[src/include/trs_pkg.sv]
// Constants shared by the transceiver-channel reset sequencer and its transceiver end.
// Assumes a single 125 MHz parallel clock and an active-low asynchronous reset.
// Operation
// - Rx-only auto: hold rx resets until busy drops.
// - After busy drops, wait two cycles, release analog.
// - Auto: freqlock high, wait interval, release digital.
// - Manual: hold digital, lock-to-ref; lock-to-data low.
// - Manual: analog release makes CDR PLL lock.
// - Swap lock-to-ref for lock-to-data in one cycle.
// - Lock-to-data puts CDR into data locking.
// - Manual: release digital after data-lock interval.
// - Transmitter: hold PLL reset at least 1 us.
// - PLL reset holds all others; then PLL locks.
// - PLL lock releases transmit digital reset.
// - Busy pulses at power-up and on reconfiguration.
// - Lost reference clock drops PLL lock.
// - On relock, rerun sequence from PLL-locked step.
// - Each non-bonded channel sequenced independently.
package trs_pkg;
   // Parallel clock period in picoseconds.
   localparam int unsigned CLK_PERIOD_PS       = 8000;
   // Least PLL reset time in nanoseconds, rounded up to cycles.
   localparam int unsigned PLL_RESET_NS        = 1000;
   localparam int unsigned PLL_RESET_CYC       = (PLL_RESET_NS * 1000 + CLK_PERIOD_PS - 1)
                                                 / CLK_PERIOD_PS;
   // Cycles between busy falling and analog release.
   localparam int unsigned BUSY_GAP_CYC        = 2;
   // Default wait intervals in cycles; set them per channel at instantiation.
   localparam int unsigned AUTO_LOCK_CYC       = 32;
   localparam int unsigned REF_TO_DATA_CYC     = 32;
   localparam int unsigned MANUAL_LOCK_CYC     = 32;
   // Transceiver model: power-up offset cancellation busy length and lock delays.
   localparam int unsigned CAL_BUSY_CYC        = 16;
   localparam int unsigned PLL_LOCK_CYC        = 20;
   localparam int unsigned CDR_LOCK_CYC        = 12;
   localparam int unsigned CNT_W               = 16;
   // Sequencer states, one-hot.
   typedef enum logic [8:0] {
      TRS_PLL_RST   = 9'h001,
      TRS_PLL_WAIT  = 9'h002,
      TRS_BUSY_WAIT = 9'h004,
      TRS_GAP       = 9'h008,
      TRS_FREQ_WAIT = 9'h010,
      TRS_AUTO_WAIT = 9'h020,
      TRS_REF_WAIT  = 9'h040,
      TRS_DATA_WAIT = 9'h080,
      TRS_READY     = 9'h100
   } trs_state_e;
endpackage : trs_pkg

[src/include/trs_link_if.sv]
// Signals between the reset sequencer (core end) and the transceiver channel.
// Assumes both ends share the parallel clock.
`timescale 1ns/1ps
interface trs_link_if;
   logic pll_reset;        // Transmit PLL reset, high active.
   logic tx_digital_reset; // Transmit PCS reset, high active.
   logic rx_analog_reset;  // Receive PMA reset, high active.
   logic rx_digital_reset; // Receive PCS reset, high active.
   logic lock_to_ref;      // CDR lock-to-reference control.
   logic lock_to_data;     // CDR lock-to-data control.
   logic pll_locked;       // Transmit PLL locked.
   logic rx_freq_locked;   // CDR frequency locked (automatic mode).
   logic rx_pll_locked;    // CDR PLL locked (manual mode).
   logic busy;             // Reconfiguration busy.
   modport ctrl (output pll_reset, tx_digital_reset, rx_analog_reset, rx_digital_reset,
                 lock_to_ref, lock_to_data,
                 input  pll_locked, rx_freq_locked, rx_pll_locked, busy);
   modport xcvr (input  pll_reset, tx_digital_reset, rx_analog_reset, rx_digital_reset,
                 lock_to_ref, lock_to_data,
                 output pll_locked, rx_freq_locked, rx_pll_locked, busy);
endinterface : trs_link_if

[src/trs_ctrl.sv]
// Core-side reset sequencer for one non-bonded transceiver channel.
// Assumes busy and lock inputs share CORE_CLK; instantiate once per channel.
`timescale 1ns/1ps
module trs_ctrl #(
   parameter int unsigned AUTO_LOCK_CYC   = trs_pkg::AUTO_LOCK_CYC,   // Auto data-lock wait.
   parameter int unsigned REF_TO_DATA_CYC = trs_pkg::REF_TO_DATA_CYC, // ref_to_data_wait.
   parameter int unsigned MANUAL_LOCK_CYC = trs_pkg::MANUAL_LOCK_CYC  // Manual data-lock wait.
) (
   input  wire logic   CORE_CLK,  // Parallel clock.
   input  wire logic   RST_N,     // Asynchronous reset, active low.
   trs_link_if.ctrl    link,      // Link to the transceiver.
   input  wire logic   HAS_TX,    // Transmitter present.
   input  wire logic   MANUAL,    // CDR manual lock mode.
   output logic        TX_READY,  // Transmitter ready for data.
   output logic        RX_READY   // Receiver ready for data.
);
   // ***************************************************************
   // Sequencer state
   // ***************************************************************
   trs_pkg::trs_state_e        state;
   trs_pkg::trs_state_e        next_state;
   logic [trs_pkg::CNT_W-1:0]  cnt;
   logic                       cnt_clr;
   logic                       busy_seen;
   logic                       pll_lost;
   logic                       wait_done;

   // Counter compare shared by every timed state.
   function automatic logic reached(input logic [trs_pkg::CNT_W-1:0] c,
                                    input int unsigned lim);
      reached = (c >= trs_pkg::CNT_W'(lim));
   endfunction : reached

   // Loss of PLL lock after it was seen sends the sequence back to the PLL-locked step.
   assign pll_lost  = HAS_TX && !link.pll_locked &&
                      (state != trs_pkg::TRS_PLL_RST) && (state != trs_pkg::TRS_PLL_WAIT);
   assign wait_done = reached(cnt, trs_pkg::PLL_RESET_CYC);

   // Next-state decode; the counter restarts on every state change.
   always_comb begin
      next_state = state;
      case (state)
         trs_pkg::TRS_PLL_RST:   if (!HAS_TX) next_state = trs_pkg::TRS_BUSY_WAIT;
                                 else if (wait_done) next_state = trs_pkg::TRS_PLL_WAIT;
         trs_pkg::TRS_PLL_WAIT:  if (link.pll_locked) next_state = trs_pkg::TRS_BUSY_WAIT;
         trs_pkg::TRS_BUSY_WAIT: if (!link.busy && (busy_seen || HAS_TX))
                                    next_state = trs_pkg::TRS_GAP;
         trs_pkg::TRS_GAP:       if (link.busy) next_state = trs_pkg::TRS_BUSY_WAIT;
                                 else if (reached(cnt, trs_pkg::BUSY_GAP_CYC - 1))
                                    next_state = MANUAL ? trs_pkg::TRS_REF_WAIT
                                                        : trs_pkg::TRS_FREQ_WAIT;
         trs_pkg::TRS_FREQ_WAIT: if (link.rx_freq_locked) next_state = trs_pkg::TRS_AUTO_WAIT;
         trs_pkg::TRS_AUTO_WAIT: if (!link.rx_freq_locked) next_state = trs_pkg::TRS_FREQ_WAIT;
                                 else if (reached(cnt, AUTO_LOCK_CYC))
                                    next_state = trs_pkg::TRS_READY;
         trs_pkg::TRS_REF_WAIT:  if (link.rx_pll_locked && reached(cnt, REF_TO_DATA_CYC))
                                    next_state = trs_pkg::TRS_DATA_WAIT;
         trs_pkg::TRS_DATA_WAIT: if (reached(cnt, MANUAL_LOCK_CYC))
                                    next_state = trs_pkg::TRS_READY;
         trs_pkg::TRS_READY:     next_state = trs_pkg::TRS_READY;
         default:                next_state = trs_pkg::TRS_PLL_RST;
      endcase
      if (pll_lost) begin
         next_state = trs_pkg::TRS_PLL_WAIT;
      end
   end
   assign cnt_clr = (next_state != state);

   // State, counter and busy memory. Busy is remembered once the calibration pulse ran,
   // since a receiver-only channel must not start before it.
   // Nothing here is shared between channels, so each instance runs on its own.
   always_ff @(posedge CORE_CLK or negedge RST_N) begin
      if (!RST_N) begin
         state     <= trs_pkg::TRS_PLL_RST;
         cnt       <= '0;
         busy_seen <= 1'b0;
      end else begin
         state     <= next_state;
         cnt       <= (cnt_clr || &cnt) ? (cnt_clr ? '0 : cnt) : cnt + 1'b1;
         busy_seen <= busy_seen | link.busy;
      end
   end

   // ***************************************************************
   // Reset and lock outputs, all registered
   // ***************************************************************
   // Outputs follow next_state so each release lands on the transition edge.
   always_ff @(posedge CORE_CLK or negedge RST_N) begin
      if (!RST_N) begin
         link.pll_reset        <= 1'b1;
         link.tx_digital_reset <= 1'b1;
         link.rx_analog_reset  <= 1'b1;
         link.rx_digital_reset <= 1'b1;
         link.lock_to_ref      <= 1'b1;
         link.lock_to_data     <= 1'b0;
         TX_READY              <= 1'b0;
         RX_READY              <= 1'b0;
      end else begin
         link.pll_reset        <= HAS_TX && (next_state == trs_pkg::TRS_PLL_RST);
         // An absent transmitter stays in reset, so only a PLL lock ever frees it.
         link.tx_digital_reset <= !HAS_TX ||
                                  (next_state == trs_pkg::TRS_PLL_RST) ||
                                  (next_state == trs_pkg::TRS_PLL_WAIT);
         link.rx_analog_reset  <= (next_state == trs_pkg::TRS_PLL_RST)  ||
                                  (next_state == trs_pkg::TRS_PLL_WAIT) ||
                                  (next_state == trs_pkg::TRS_BUSY_WAIT)||
                                  (next_state == trs_pkg::TRS_GAP);
         link.rx_digital_reset <= (next_state != trs_pkg::TRS_READY);
         link.lock_to_data     <= MANUAL && ((next_state == trs_pkg::TRS_DATA_WAIT) ||
                                  (next_state == trs_pkg::TRS_READY));
         link.lock_to_ref      <= !(MANUAL && ((next_state == trs_pkg::TRS_DATA_WAIT) ||
                                  (next_state == trs_pkg::TRS_READY)));
         TX_READY              <= HAS_TX && (next_state != trs_pkg::TRS_PLL_RST) &&
                                  (next_state != trs_pkg::TRS_PLL_WAIT);
         RX_READY              <= (next_state == trs_pkg::TRS_READY);
      end
   end
endmodule : trs_ctrl

[src/flat_wrapper.sv]
// flat-port wrapper written by rule: the top's interface ports become plain ports
module trs_ctrl_flat 
#(
   parameter int unsigned AUTO_LOCK_CYC   = trs_pkg::AUTO_LOCK_CYC,                          
   parameter int unsigned REF_TO_DATA_CYC = trs_pkg::REF_TO_DATA_CYC,                     
   parameter int unsigned MANUAL_LOCK_CYC = trs_pkg::MANUAL_LOCK_CYC                           
)
  (CORE_CLK, RST_N, HAS_TX, MANUAL, TX_READY, RX_READY, link_pll_reset, link_tx_digital_reset, link_rx_analog_reset, link_rx_digital_reset, link_lock_to_ref, link_lock_to_data, link_pll_locked, link_rx_freq_locked, link_rx_pll_locked, link_busy);
  trs_link_if link_i ();
  input  wire logic CORE_CLK;
  input  wire logic RST_N;
  input  wire logic HAS_TX;
  input  wire logic MANUAL;
  output logic TX_READY;
  output logic RX_READY;
  output wire logic [$bits(link_i.pll_reset)-1:0] link_pll_reset;
  output wire logic [$bits(link_i.tx_digital_reset)-1:0] link_tx_digital_reset;
  output wire logic [$bits(link_i.rx_analog_reset)-1:0] link_rx_analog_reset;
  output wire logic [$bits(link_i.rx_digital_reset)-1:0] link_rx_digital_reset;
  output wire logic [$bits(link_i.lock_to_ref)-1:0] link_lock_to_ref;
  output wire logic [$bits(link_i.lock_to_data)-1:0] link_lock_to_data;
  input wire logic [$bits(link_i.pll_locked)-1:0] link_pll_locked;
  input wire logic [$bits(link_i.rx_freq_locked)-1:0] link_rx_freq_locked;
  input wire logic [$bits(link_i.rx_pll_locked)-1:0] link_rx_pll_locked;
  input wire logic [$bits(link_i.busy)-1:0] link_busy;
  assign link_pll_reset = link_i.pll_reset;
  assign link_tx_digital_reset = link_i.tx_digital_reset;
  assign link_rx_analog_reset = link_i.rx_analog_reset;
  assign link_rx_digital_reset = link_i.rx_digital_reset;
  assign link_lock_to_ref = link_i.lock_to_ref;
  assign link_lock_to_data = link_i.lock_to_data;
  assign link_i.pll_locked = link_pll_locked;
  assign link_i.rx_freq_locked = link_rx_freq_locked;
  assign link_i.rx_pll_locked = link_rx_pll_locked;
  assign link_i.busy = link_busy;
  trs_ctrl #(.AUTO_LOCK_CYC(AUTO_LOCK_CYC), .REF_TO_DATA_CYC(REF_TO_DATA_CYC), .MANUAL_LOCK_CYC(MANUAL_LOCK_CYC)) u_core (.CORE_CLK(CORE_CLK), .RST_N(RST_N), .link(link_i), .HAS_TX(HAS_TX), .MANUAL(MANUAL), .TX_READY(TX_READY), .RX_READY(RX_READY));
endmodule
[config.mk]
export PLATFORM = sky130hd
export DESIGN_NAME = trs_ctrl_flat
export DESIGN_NICKNAME = d
export VERILOG_FILES = /design/src/include/trs_pkg.sv /design/src/include/trs_link_if.sv /design/src/trs_ctrl.sv /design/src/flat_wrapper.sv
export SDC_FILE = /design/constraint.sdc
export NUM_CORES = 1
export LEC_CHECK = 0
export BUFFER_PORTS_ARGS = -buffer_cell sky130_fd_sc_hd__buf_2
export CORE_UTILIZATION = 55
export CTS_CLUSTER_DIAMETER = 200
export CTS_CLUSTER_SIZE = 24
export DETAILED_ROUTE_END_ITERATION = 8
export MAX_ROUTING_LAYER = met4
export PLACE_DENSITY_LB_ADDON = 0.12
export REMOVE_ABC_BUFFERS = 1
export SYNTH_ARGS = -nofsm -noshare
export SYNTH_HDL_FRONTEND = slang
export SYNTH_SLANG_ARGS = --single-unit
[constraint.sdc]
create_clock -name CORE_CLK -period 3.9 [get_ports CORE_CLK]
set_input_delay 0.78 -clock CORE_CLK [delete_from_list [all_inputs] [get_ports CORE_CLK]]
set_output_delay 0.78 -clock CORE_CLK [all_outputs]
set_load 0.01 [all_outputs]
; Word-level counts from Yosys, hierarchy flattened
; Cells that the tools add are included.
[totals]
in_bits = 8
regBits = 34
wordCells = 75
out_inout_bits = 8
[op_classes]
n_addsub = 1
n_reduce_logical = 22
n_eq_ne = 22
magnitude_cmp = 3
bitwise = 1
n_mux = 15
[op_table]
columns = cell, n
row1 = 9-bit 2-to-1 mux, 11
row2 = 9-bit case mux with 9 select lines, 1
row3 = 16-bit 2-to-1 mux, 2
row4 = "9-bit by 1-bit equality test with 1-bit output, second input constant", 2
row5 = "9-bit by 2-bit equality test with 1-bit output, second input constant", 2
row6 = "9-bit by 3-bit equality test with 1-bit output, second input constant", 2
row7 = "9-bit by 4-bit equality test with 1-bit output, second input constant", 2
row8 = "9-bit by 8-bit equality test with 1-bit output, second input constant", 2
row9 = "9-bit equality test, second input constant", 2
row10 = "9-bit by 1-bit != test with 1-bit output, second input constant", 2
row11 = "9-bit by 2-bit != test with 1-bit output, second input constant", 2
row12 = "16-bit by 1-bit adder with 16-bit output, second input constant", 1
row13 = "16-bit by 1-bit >= comparator with 1-bit output, second input constant", 1
row14 = "16-bit by 6-bit >= comparator with 1-bit output, second input constant", 1
row15 = "16-bit by 7-bit >= comparator with 1-bit output, second input constant", 1
row16 = 16-bit AND reduction, 1
row17 = "9-bit by 5-bit equality test with 1-bit output, second input constant", 1
row18 = "9-bit by 6-bit equality test with 1-bit output, second input constant", 1
row19 = "9-bit by 7-bit equality test with 1-bit output, second input constant", 1
row20 = 1-bit logical AND, 9
row21 = 9-bit != test, 1
row22 = "9-bit != test, second input constant", 1
row23 = 1-bit logical OR, 8
row24 = 7-bit 2-to-1 mux, 1
row25 = other kinds (3), 6

; Depth between registers and ports, before layout
; Gate-level depths: netlist of run 1.
[logic_depth]
depth_word = 9
ltp_mapped = 10
depth_no_buf = 9

; Worst setup path after synthesis of run 1
; Ideal clock, no wire load.
[synth_path]
kind = input port to flip-flop
from = input HAS_TX
to = register u_core.cnt[6] (netlist name)
path_slack_ns = 1.199
setup_time_ns = 0.069
path_stages = 8
required_time_ns = 3.831
n_path_buf = 2
arrival_time_ns = 2.632
path_cell_list = clkbuf_1 nor2b_1 or4_4 a211o_1 a211oi_2 o211ai_2 buf_6 nor2_2
[synth_via]
elab_chain_cells = 8
word_cells_on_any_way = 13
classes_between = eq/ne (2) / mux (5) / reduce/logical (6)
[synth_lines]
columns = element, line
row1 = from (decl), flat_wrapper.sv:12  ; input wire logic HAS_TX;
row2 = 1-bit logical OR, trs_ctrl.sv:46  ; trs_pkg::TRS_BUSY_WAIT: if (!link.busy && (busy_seen || HAS_TX))
row3 = 1-bit logical AND, trs_ctrl.sv:46
row4 = 9-bit 2-to-1 mux, trs_ctrl.sv:46
row5 = 9-bit case mux with 9 select lines, trs_ctrl.sv:42  ; case (state)
row6 = 9-bit 2-to-1 mux (*), trs_ctrl.sv:63  ; if (pll_lost) begin
row7 = 9-bit != test (*), trs_ctrl.sv:67  ; assign cnt_clr = (next_state != state);
row8 = 1-bit logical OR, trs_ctrl.sv:79  ; cnt <= (cnt_clr || &cnt) ? (cnt_clr ? '0 : cnt) : cnt + 1'b1;
row9 = 2-bit by 1-bit != test with 1-bit output (no source line) or 16-bit 2-to-1 mux (tied branches), --
row10 = to (signal assigned), trs_ctrl.sv:79
row11 = to (decl), trs_ctrl.sv:22  ; logic [trs_pkg::CNT_W-1:0] cnt;
; Every way passes the cells marked *; elsewhere a longest branch is shown, timed or not.
; A chain may end at the register's enable or synchronous reset.

; Final worst setup path of run 1
[layout_path]
from = register u_core.state[4]
to = register u_core.cnt[12] (netlist name)
[layout_via]
elab_chain_cells = 7
word_cells_on_any_way = 29
classes_between = eq/ne (13) / mux (13) / reduce/logical (3)
[layout_lines]
columns = element, line
row1 = from (decl), trs_ctrl.sv:20  ; trs_pkg::trs_state_e state;
row2 = from (signal assigned), trs_ctrl.sv:74  ; state <= trs_pkg::TRS_PLL_RST;
row3 = from (signal assigned), trs_ctrl.sv:78  ; state <= next_state;
row4 = "parallel branches: the longest is 4 deep, another holds 9-bit equality test", --
row5 = 9-bit != test (*), trs_ctrl.sv:67
row6 = 1-bit logical OR, trs_ctrl.sv:79
row7 = 2-bit by 1-bit != test with 1-bit output (no source line) or 16-bit 2-to-1 mux (tied branches), --
; Mark *: on every way between the ends.

==> results_dict.tcl, run 1 <==
set metrics [dict create \
    outcome "complete, no violations" \
    first_iter_violations 224 \
    layout_setup_ws_ns 0.805 \
    min_period_over_period_pct 79.4 \
    clkTransAtPathRegs_ns 0.07 \
    dieArea_um2 4500 \
    pwr-share-clk_pct 20.2 \
    wl_per_cell_um 16.2 \
    numPortBuffers 15 \
    maxSlewHeadroom_pct 37.1 \
    die_h_um 67.1 \
    fmax_mhz 323 \
    ctsHoldBuffers 0 \
    grt_usage_pct 26.5 \
    skew_ns 0.00775 \
    setup_viol 0 \
    hold_start "u_core.busy_seen" \
    hold_end "u_core.busy_seen" \
    avgSynthCellArea_um2 8.85 \
    via_count 2016 \
    cts_tree "done" \
    dr.pass1.iters 5 \
    die_x_um 67.1 \
    synth_seq_cells 34 \
    share_seq_of_total_power_pct 34.7 \
    coreArea_um2 4030 \
    ys.flop_type "dfrtp_1" \
    drive_above_1_share_pct 18.5 \
    cap_violations 0 \
    worstMarginPinSlew_ns 0.940 \
    io_pins 16 \
    dp.cells 317 \
    slowest_delay_ns 0.63 \
    p_leak_nw 1.03 \
    root_buffer "clkbuf_8" \
    finalMaxSlewViolations 0 \
    hold_path_class "reg2reg" \
    yosys.cell_count.top_type "nor2_1" \
    synthTopCellsByCount "nor2_1 (30), dfrtp_1 (28), nand2_1 (14)" \
    globalplace.congestion 0.958 \
    syn_inst 263 \
    cts.sinks 34 \
    async_flop_share_pct 100 \
    p_int_w 0.000789 \
    cp_common_cell "nor3b_1" \
    p_switching_w 0.000562 \
    start_kind "flop" \
    hpwl_mm 3.79 \
    whs_ns 0.501 \
    n_antenna_cell 0 \
    syn-cell-area_um2 2330 \
    cts_inserted_buffers 5 \
    synth_edf_count 0 \
    wirelength_mm 5.26 \
    crit_type "reg2reg" \
    ant_nets 0 \
    yosys_warnings 0 \
    grt_overflow_total 0 \
    ir_worst_vdd_v 0.000259 \
    fin_cells 325 \
    rsz0062_at_grt "false" \
    setup_tns_ns 0 \
    grt_pass1_wl_mm 8.60 \
    netlist-cell-type-count 61 \
    drc_errors 0 \
    grt_antenna_before_repair 0 \
    synth_area_leader_cell "dfrtp_1" \
    yosys-top-cells-area "dfrtp_1 (30%), dfstp_2 (6.8%), nor2_1 (4.8%)" \
    grt_start_max_net_pins 35 \
    path_cells "nor3_1 > nand4_1 > nor3b_1 > o22ai_1 > a211oi_2 > o211ai_2 > nor3b_1" \
    ff2ff_setup_slack_ns 0.80 \
    initial_utilization_pct 57.8 \
    crit_fanout 16 \
    clock_latency_ns 0.28 \
    final_net_count 285 \
    crit_required_ns 4.09 \
    cts_resized 0 \
    cp_slowest_cell "nor3_1" \
    rr_startpoint "u_core.state[4]" \
    post_cts_buffers 0 \
    finalCriticalPeriod_ns 3.10 \
    grt_pass1_vias 1857 \
    pwr-share-comb_pct 45.1 \
    cp-end-kind "flop" \
    whs_path_depth 1 \
    p_sw_share_pct 41.6 \
    num_rows 23 \
    r2r-end "u_core.cnt[12]" \
    power_density_nw_per_um2 540 \
    final_core_util_pct 62.0 \
    areaGrowthSynthToFinish_pct 7.31 \
    ys_seq_area_share_pct 36.9 \
    dp_slack_ns 0.805 \
    synth_top_area_share_pct 30.1 \
    hold_violations 0 \
    reg2regPathDepth 7 \
    cp_data_arrival_time_ns 3.29 \
    htreeDepth 2 \
    viasPerCell 6.20 \
    clock_path_buffers 2 \
]
per-layer routing:
| layer | global-route usage, % | routed length [um] |
|---|---|---|
| met3 | 5.14 | 228 |
| met2 | 42.6 | 2590 |
| met1 | 32.6 | 2350 |
| met5 | - | 0 |
| met4 | 10.4 | 98 |
critical path: cells and delay by family, from the launching register on:
kind               cells  cell delay [ns]
and+or+nand+nor        4             1.66
AOI/OAI and AO/OA      3             0.80
DFF                    1             0.53
cells by family after synthesis:
kind of cell               after synthesis  synth area share, %
muxes                                    1                0.430
and+or+nand+nor                        131                 33.2
adders and majority gates                3                 1.61
buffers and inverters                   24                 4.94
AOI/OAI and AO/OA                       52                 16.2
DFF                                     34                 36.9
xor gates and xnor gates                18                 6.77
final cells by class:
class / count / area (um^2)
repair buffers: 17 / 90.1
inverters: 11 / 41.3
fillers: 369 / 1530
flip-flops and latches: 34 / 858
clock buffers: 7 / 86.3
multi-input cells: 205 / 1360
clock inverters: 1 / 5.00
well taps: 50 / 62.6
cells in the final DEF, fill, tap and decap left out, types with 3 or more instances in the layout:
cell type | synthesis | routed
a21oi_1 | 9 | 9
nor3b_1 | 7 | 7
clkbuf_8 | 0 | 6
o21bai_1 | 3 | 3
nand2_1 | 14 | 14
nor4b_1 | 5 | 5
and4_1 | 4 | 4
o31ai_1 | 4 | 4
dfstp_2 | 6 | 6
nor2_2 | 10 | 10
xnor2_1 | 9 | 9
o211ai_1 | 3 | 3
xor2_1 | 9 | 9
o21ai_0 | 6 | 6
o22ai_1 | 7 | 7
ha_1 | 3 | 3
nor4_1 | 7 | 7
inv_1 | 11 | 11
dfrtp_1 | 28 | 28
nand4_1 | 8 | 8
and3_1 | 4 | 4
buf_2 | 2 | 15
nand3_1 | 10 | 10
nor2_1 | 30 | 30
nor2b_1 | 6 | 6
nor3_1 | 6 | 6
nand2b_1 | 3 | 3
metrics by stage:
stage	instance area (um^2)	power, W
2_1_floorplan	2250	0.000906
3_3_place_gp	2410	0.00108
3_5_place_dp	2410	0.00108
4_1_cts	2500	0.00135
5_1_grt	2500	0.00144
6_report	2500	0.00135
power groups by stage:
| stage | registers, W | logic (W) | clock network (W) |
|---|---|---|---|
| after global routing | 0.000474 | 0.000667 | 0.000296 |
| after detailed placement | 0.000473 | 0.000605 | 0 |
| after global placement | 0.000471 | 0.000606 | 0 |
| after floorplan | 0.000468 | 0.000438 | 0 |
| final | 0.000469 | 0.000608 | 0.000273 |
| after CTS | 0.000466 | 0.000607 | 0.000279 |
state kept, by name, indices dropped and copies added, names as in the netlist:
register / flops
u_core.cnt: 16
u_core.state: 9
u_core.RX_READY: 1
u_core.TX_READY: 1
u_core.busy_seen: 1
u_core.link.lock_to_data: 1
u_core.link.lock_to_ref: 1
u_core.link.pll_reset: 1
u_core.link.rx_analog_reset: 1
u_core.link.rx_digital_reset: 1
u_core.link.tx_digital_reset: 1
worst max path at each step:
stage / from / to / slack [ns] / cells past startpoint
final: u_core.state[4] / u_core.cnt[12] / 0.80 / 7
after global routing: u_core.state[4] / u_core.cnt[12] / 0.51 / 7
after CTS: u_core.state[4] / u_core.cnt[12] / 0.80 / 7
after detailed placement: HAS_TX / u_core.cnt[12] / 0.81 / 7
after global placement: HAS_TX / u_core.cnt[12] / 0.86 / 7
after floorplan: HAS_TX / u_core.cnt[12] / 1.23 / 6
Power figures use the tool's default switching activity.
==> inputs of run 2 (changes only) <==
- clock period: 3.9 -> 3.1 ns (I/O delays scaled with it)
==> run 2 against run 1 <==
Effect of this change: sequential power grew 24%; wire length grew 2.8%; worst setup slack worse by 0.55 ns; fmax grew 9.0%; critical path depth increased by 1; count of clock-buffer cells in the layout stayed put; sequential cell count did not move; via count increased by 2.8%; sequential share of layout area fell by 0.71 points.
==> results_dict.tcl, run 2 (synthesis gave the netlist of run 1 again) <==
set metrics [dict create \
    outcome "complete, no violations" \
    globalplace.congestion 0.979 \
    clock_latency_ns 0.29 \
    cts_resized 0 \
    dp_slack_ns 0.311 \
    dieArea_um2 4500 \
    cp_data_arrival_time_ns 3.06 \
    first_iter_violations 211 \
    die_x_um 67.1 \
    layout_setup_ws_ns 0.260 \
    post_dp_cell_area_um2 2460 \
    min_period_over_period_pct 91.6 \
    htreeDepth 2 \
    hold_violations 0 \
    num_rows 23 \
    top_register "u_core.cnt" \
    grt_pass1_vias 1887 \
    final_common_cell "nor2_1" \
    wl_per_cell_um 16.3 \
    skew_ns 0.0114 \
    cap_violations 0 \
    cts.sinks 34 \
    fmax_mhz 352 \
    dr.pass1.iters 4 \
    cp-end-kind "flop" \
    finalMaxSlewViolations 0 \
    cts_tree "done" \
    grt_antenna_before_repair 0 \
    grt_pass1_wl_mm 8.93 \
    grt_start_max_net_pins 35 \
    largest_reg_flops 16 \
    initial_utilization_pct 57.8 \
    dp.cells 324 \
    root_buffer "clkbuf_8" \
    crit_type "reg2reg" \
    whs_ns 0.405 \
    worstMarginPinSlew_ns 0.760 \
    grt_overflow_total 0 \
    cp-startpoint "u_core.state[3]" \
    finalCriticalPeriod_ns 2.84 \
    p_leak_nw 1.07 \
    drive_above_1_share_pct 20.6 \
    ctsHoldBuffers 0 \
    rr_startpoint "u_core.state[3]" \
    areaGrowthSynthToFinish_pct 9.56 \
    largest_registers "u_core.cnt x16, u_core.state x9" \
    via_count 2073 \
    hold_path_class "in2async" \
    hpwl_mm 3.97 \
    viasPerCell 6.24 \
    drc_errors 0 \
    coreArea_um2 4030 \
    die_h_um 67.1 \
    ir_worst_vdd_v 0.000454 \
    crit_required_ns 3.31 \
    clkTransAtPathRegs_ns 0.08 \
    numPortBuffers 15 \
    fillers 373 \
    post_cts_buffers 0 \
    grt_usage_pct 27.6 \
    clock_path_buffers 2 \
    setup_viol 0 \
    wirelength_mm 5.41 \
    crit_fanout 14 \
    io_pins 16 \
    power_density_nw_per_um2 689 \
    maxSlewHeadroom_pct 49.4 \
    fin_cells 332 \
    design_area_um2 2550 \
    setup_tns_ns 0 \
    final_net_count 292 \
    n_antenna_cell 0 \
    rsz0062_at_grt "false" \
    mostFrequentLayoutCells "nor2_1 (30), dfrtp_1 (28), buf_2 (15)" \
    ant_nets 0 \
    start_kind "flop" \
    cts_inserted_buffers 5 \
]
[run 2: changes by cell type in the layout (fill, tap and decap cells not counted), sizes merged]
cell	delta
buf	+7
[run 2: final timing paths]
path | end | slack [ns] | cells after the start
worst max-delay path | u_core.cnt[2] | 0.26 | 8
worst min-delay path | u_core.cnt[10] | 0.40 | 1
worst max register to register | u_core.cnt[2] | 0.26 | 8
worst min register to register | u_core.busy_seen | 0.53 | 1
max in group asynchronous | u_core.cnt[12] | 2.21 | 1
min in group CORE_CLK | u_core.busy_seen | 0.53 | 1
[run 2: layout make-up]
type	instances	area (um^2)	share of cell area, %
multi-input combinational	205	1360	53.1
sequential	34	858	33.6
clock buffer	7	86.3	3.38
inverter	11	41.3	1.62
clock inverter	1	5.00	0.196
timing repair buffer	24	143	5.59
tap	50	62.6	2.45
[run 2: routing by layer]
metal  GRT usage, %  up-vias  wire (um)
met4           13.3        0        128
met3           5.99       14        286
li1               -     1000          -
met5              -        -          0
met1           36.8      988       2450
met2           39.4       71       2550
[run 2: report_power, final]
group	internal, W	total (W)	switching, W
Clock	0.000179	0.000336	0.000157
Combinational	0.000345	0.000842	0.000498
Sequential	0.000512	0.000580	0.0000682
Total	0.00104	0.00176	0.000723
[run 2: critical path: stages, from the launching register on]
cell and delay (ns):
dfrtp_1 0.57, xor2_1 0.24, a211oi_1 0.48, o22ai_1 0.19, a21o_1 0.25, a222oi_1 0.39, o211ai_2 0.26, buf_4 0.26
nor2_2 0.11
[run 2: stage by stage]
step | power (W) | utilization (%)
final | 0.00176 | 63.3
after global placement | 0.00141 | 61.1
after floorplan | 0.00114 | -
after CTS | 0.00176 | 63.3
after detailed placement | 0.00141 | 61.1
after global routing | 0.00187 | 63.3
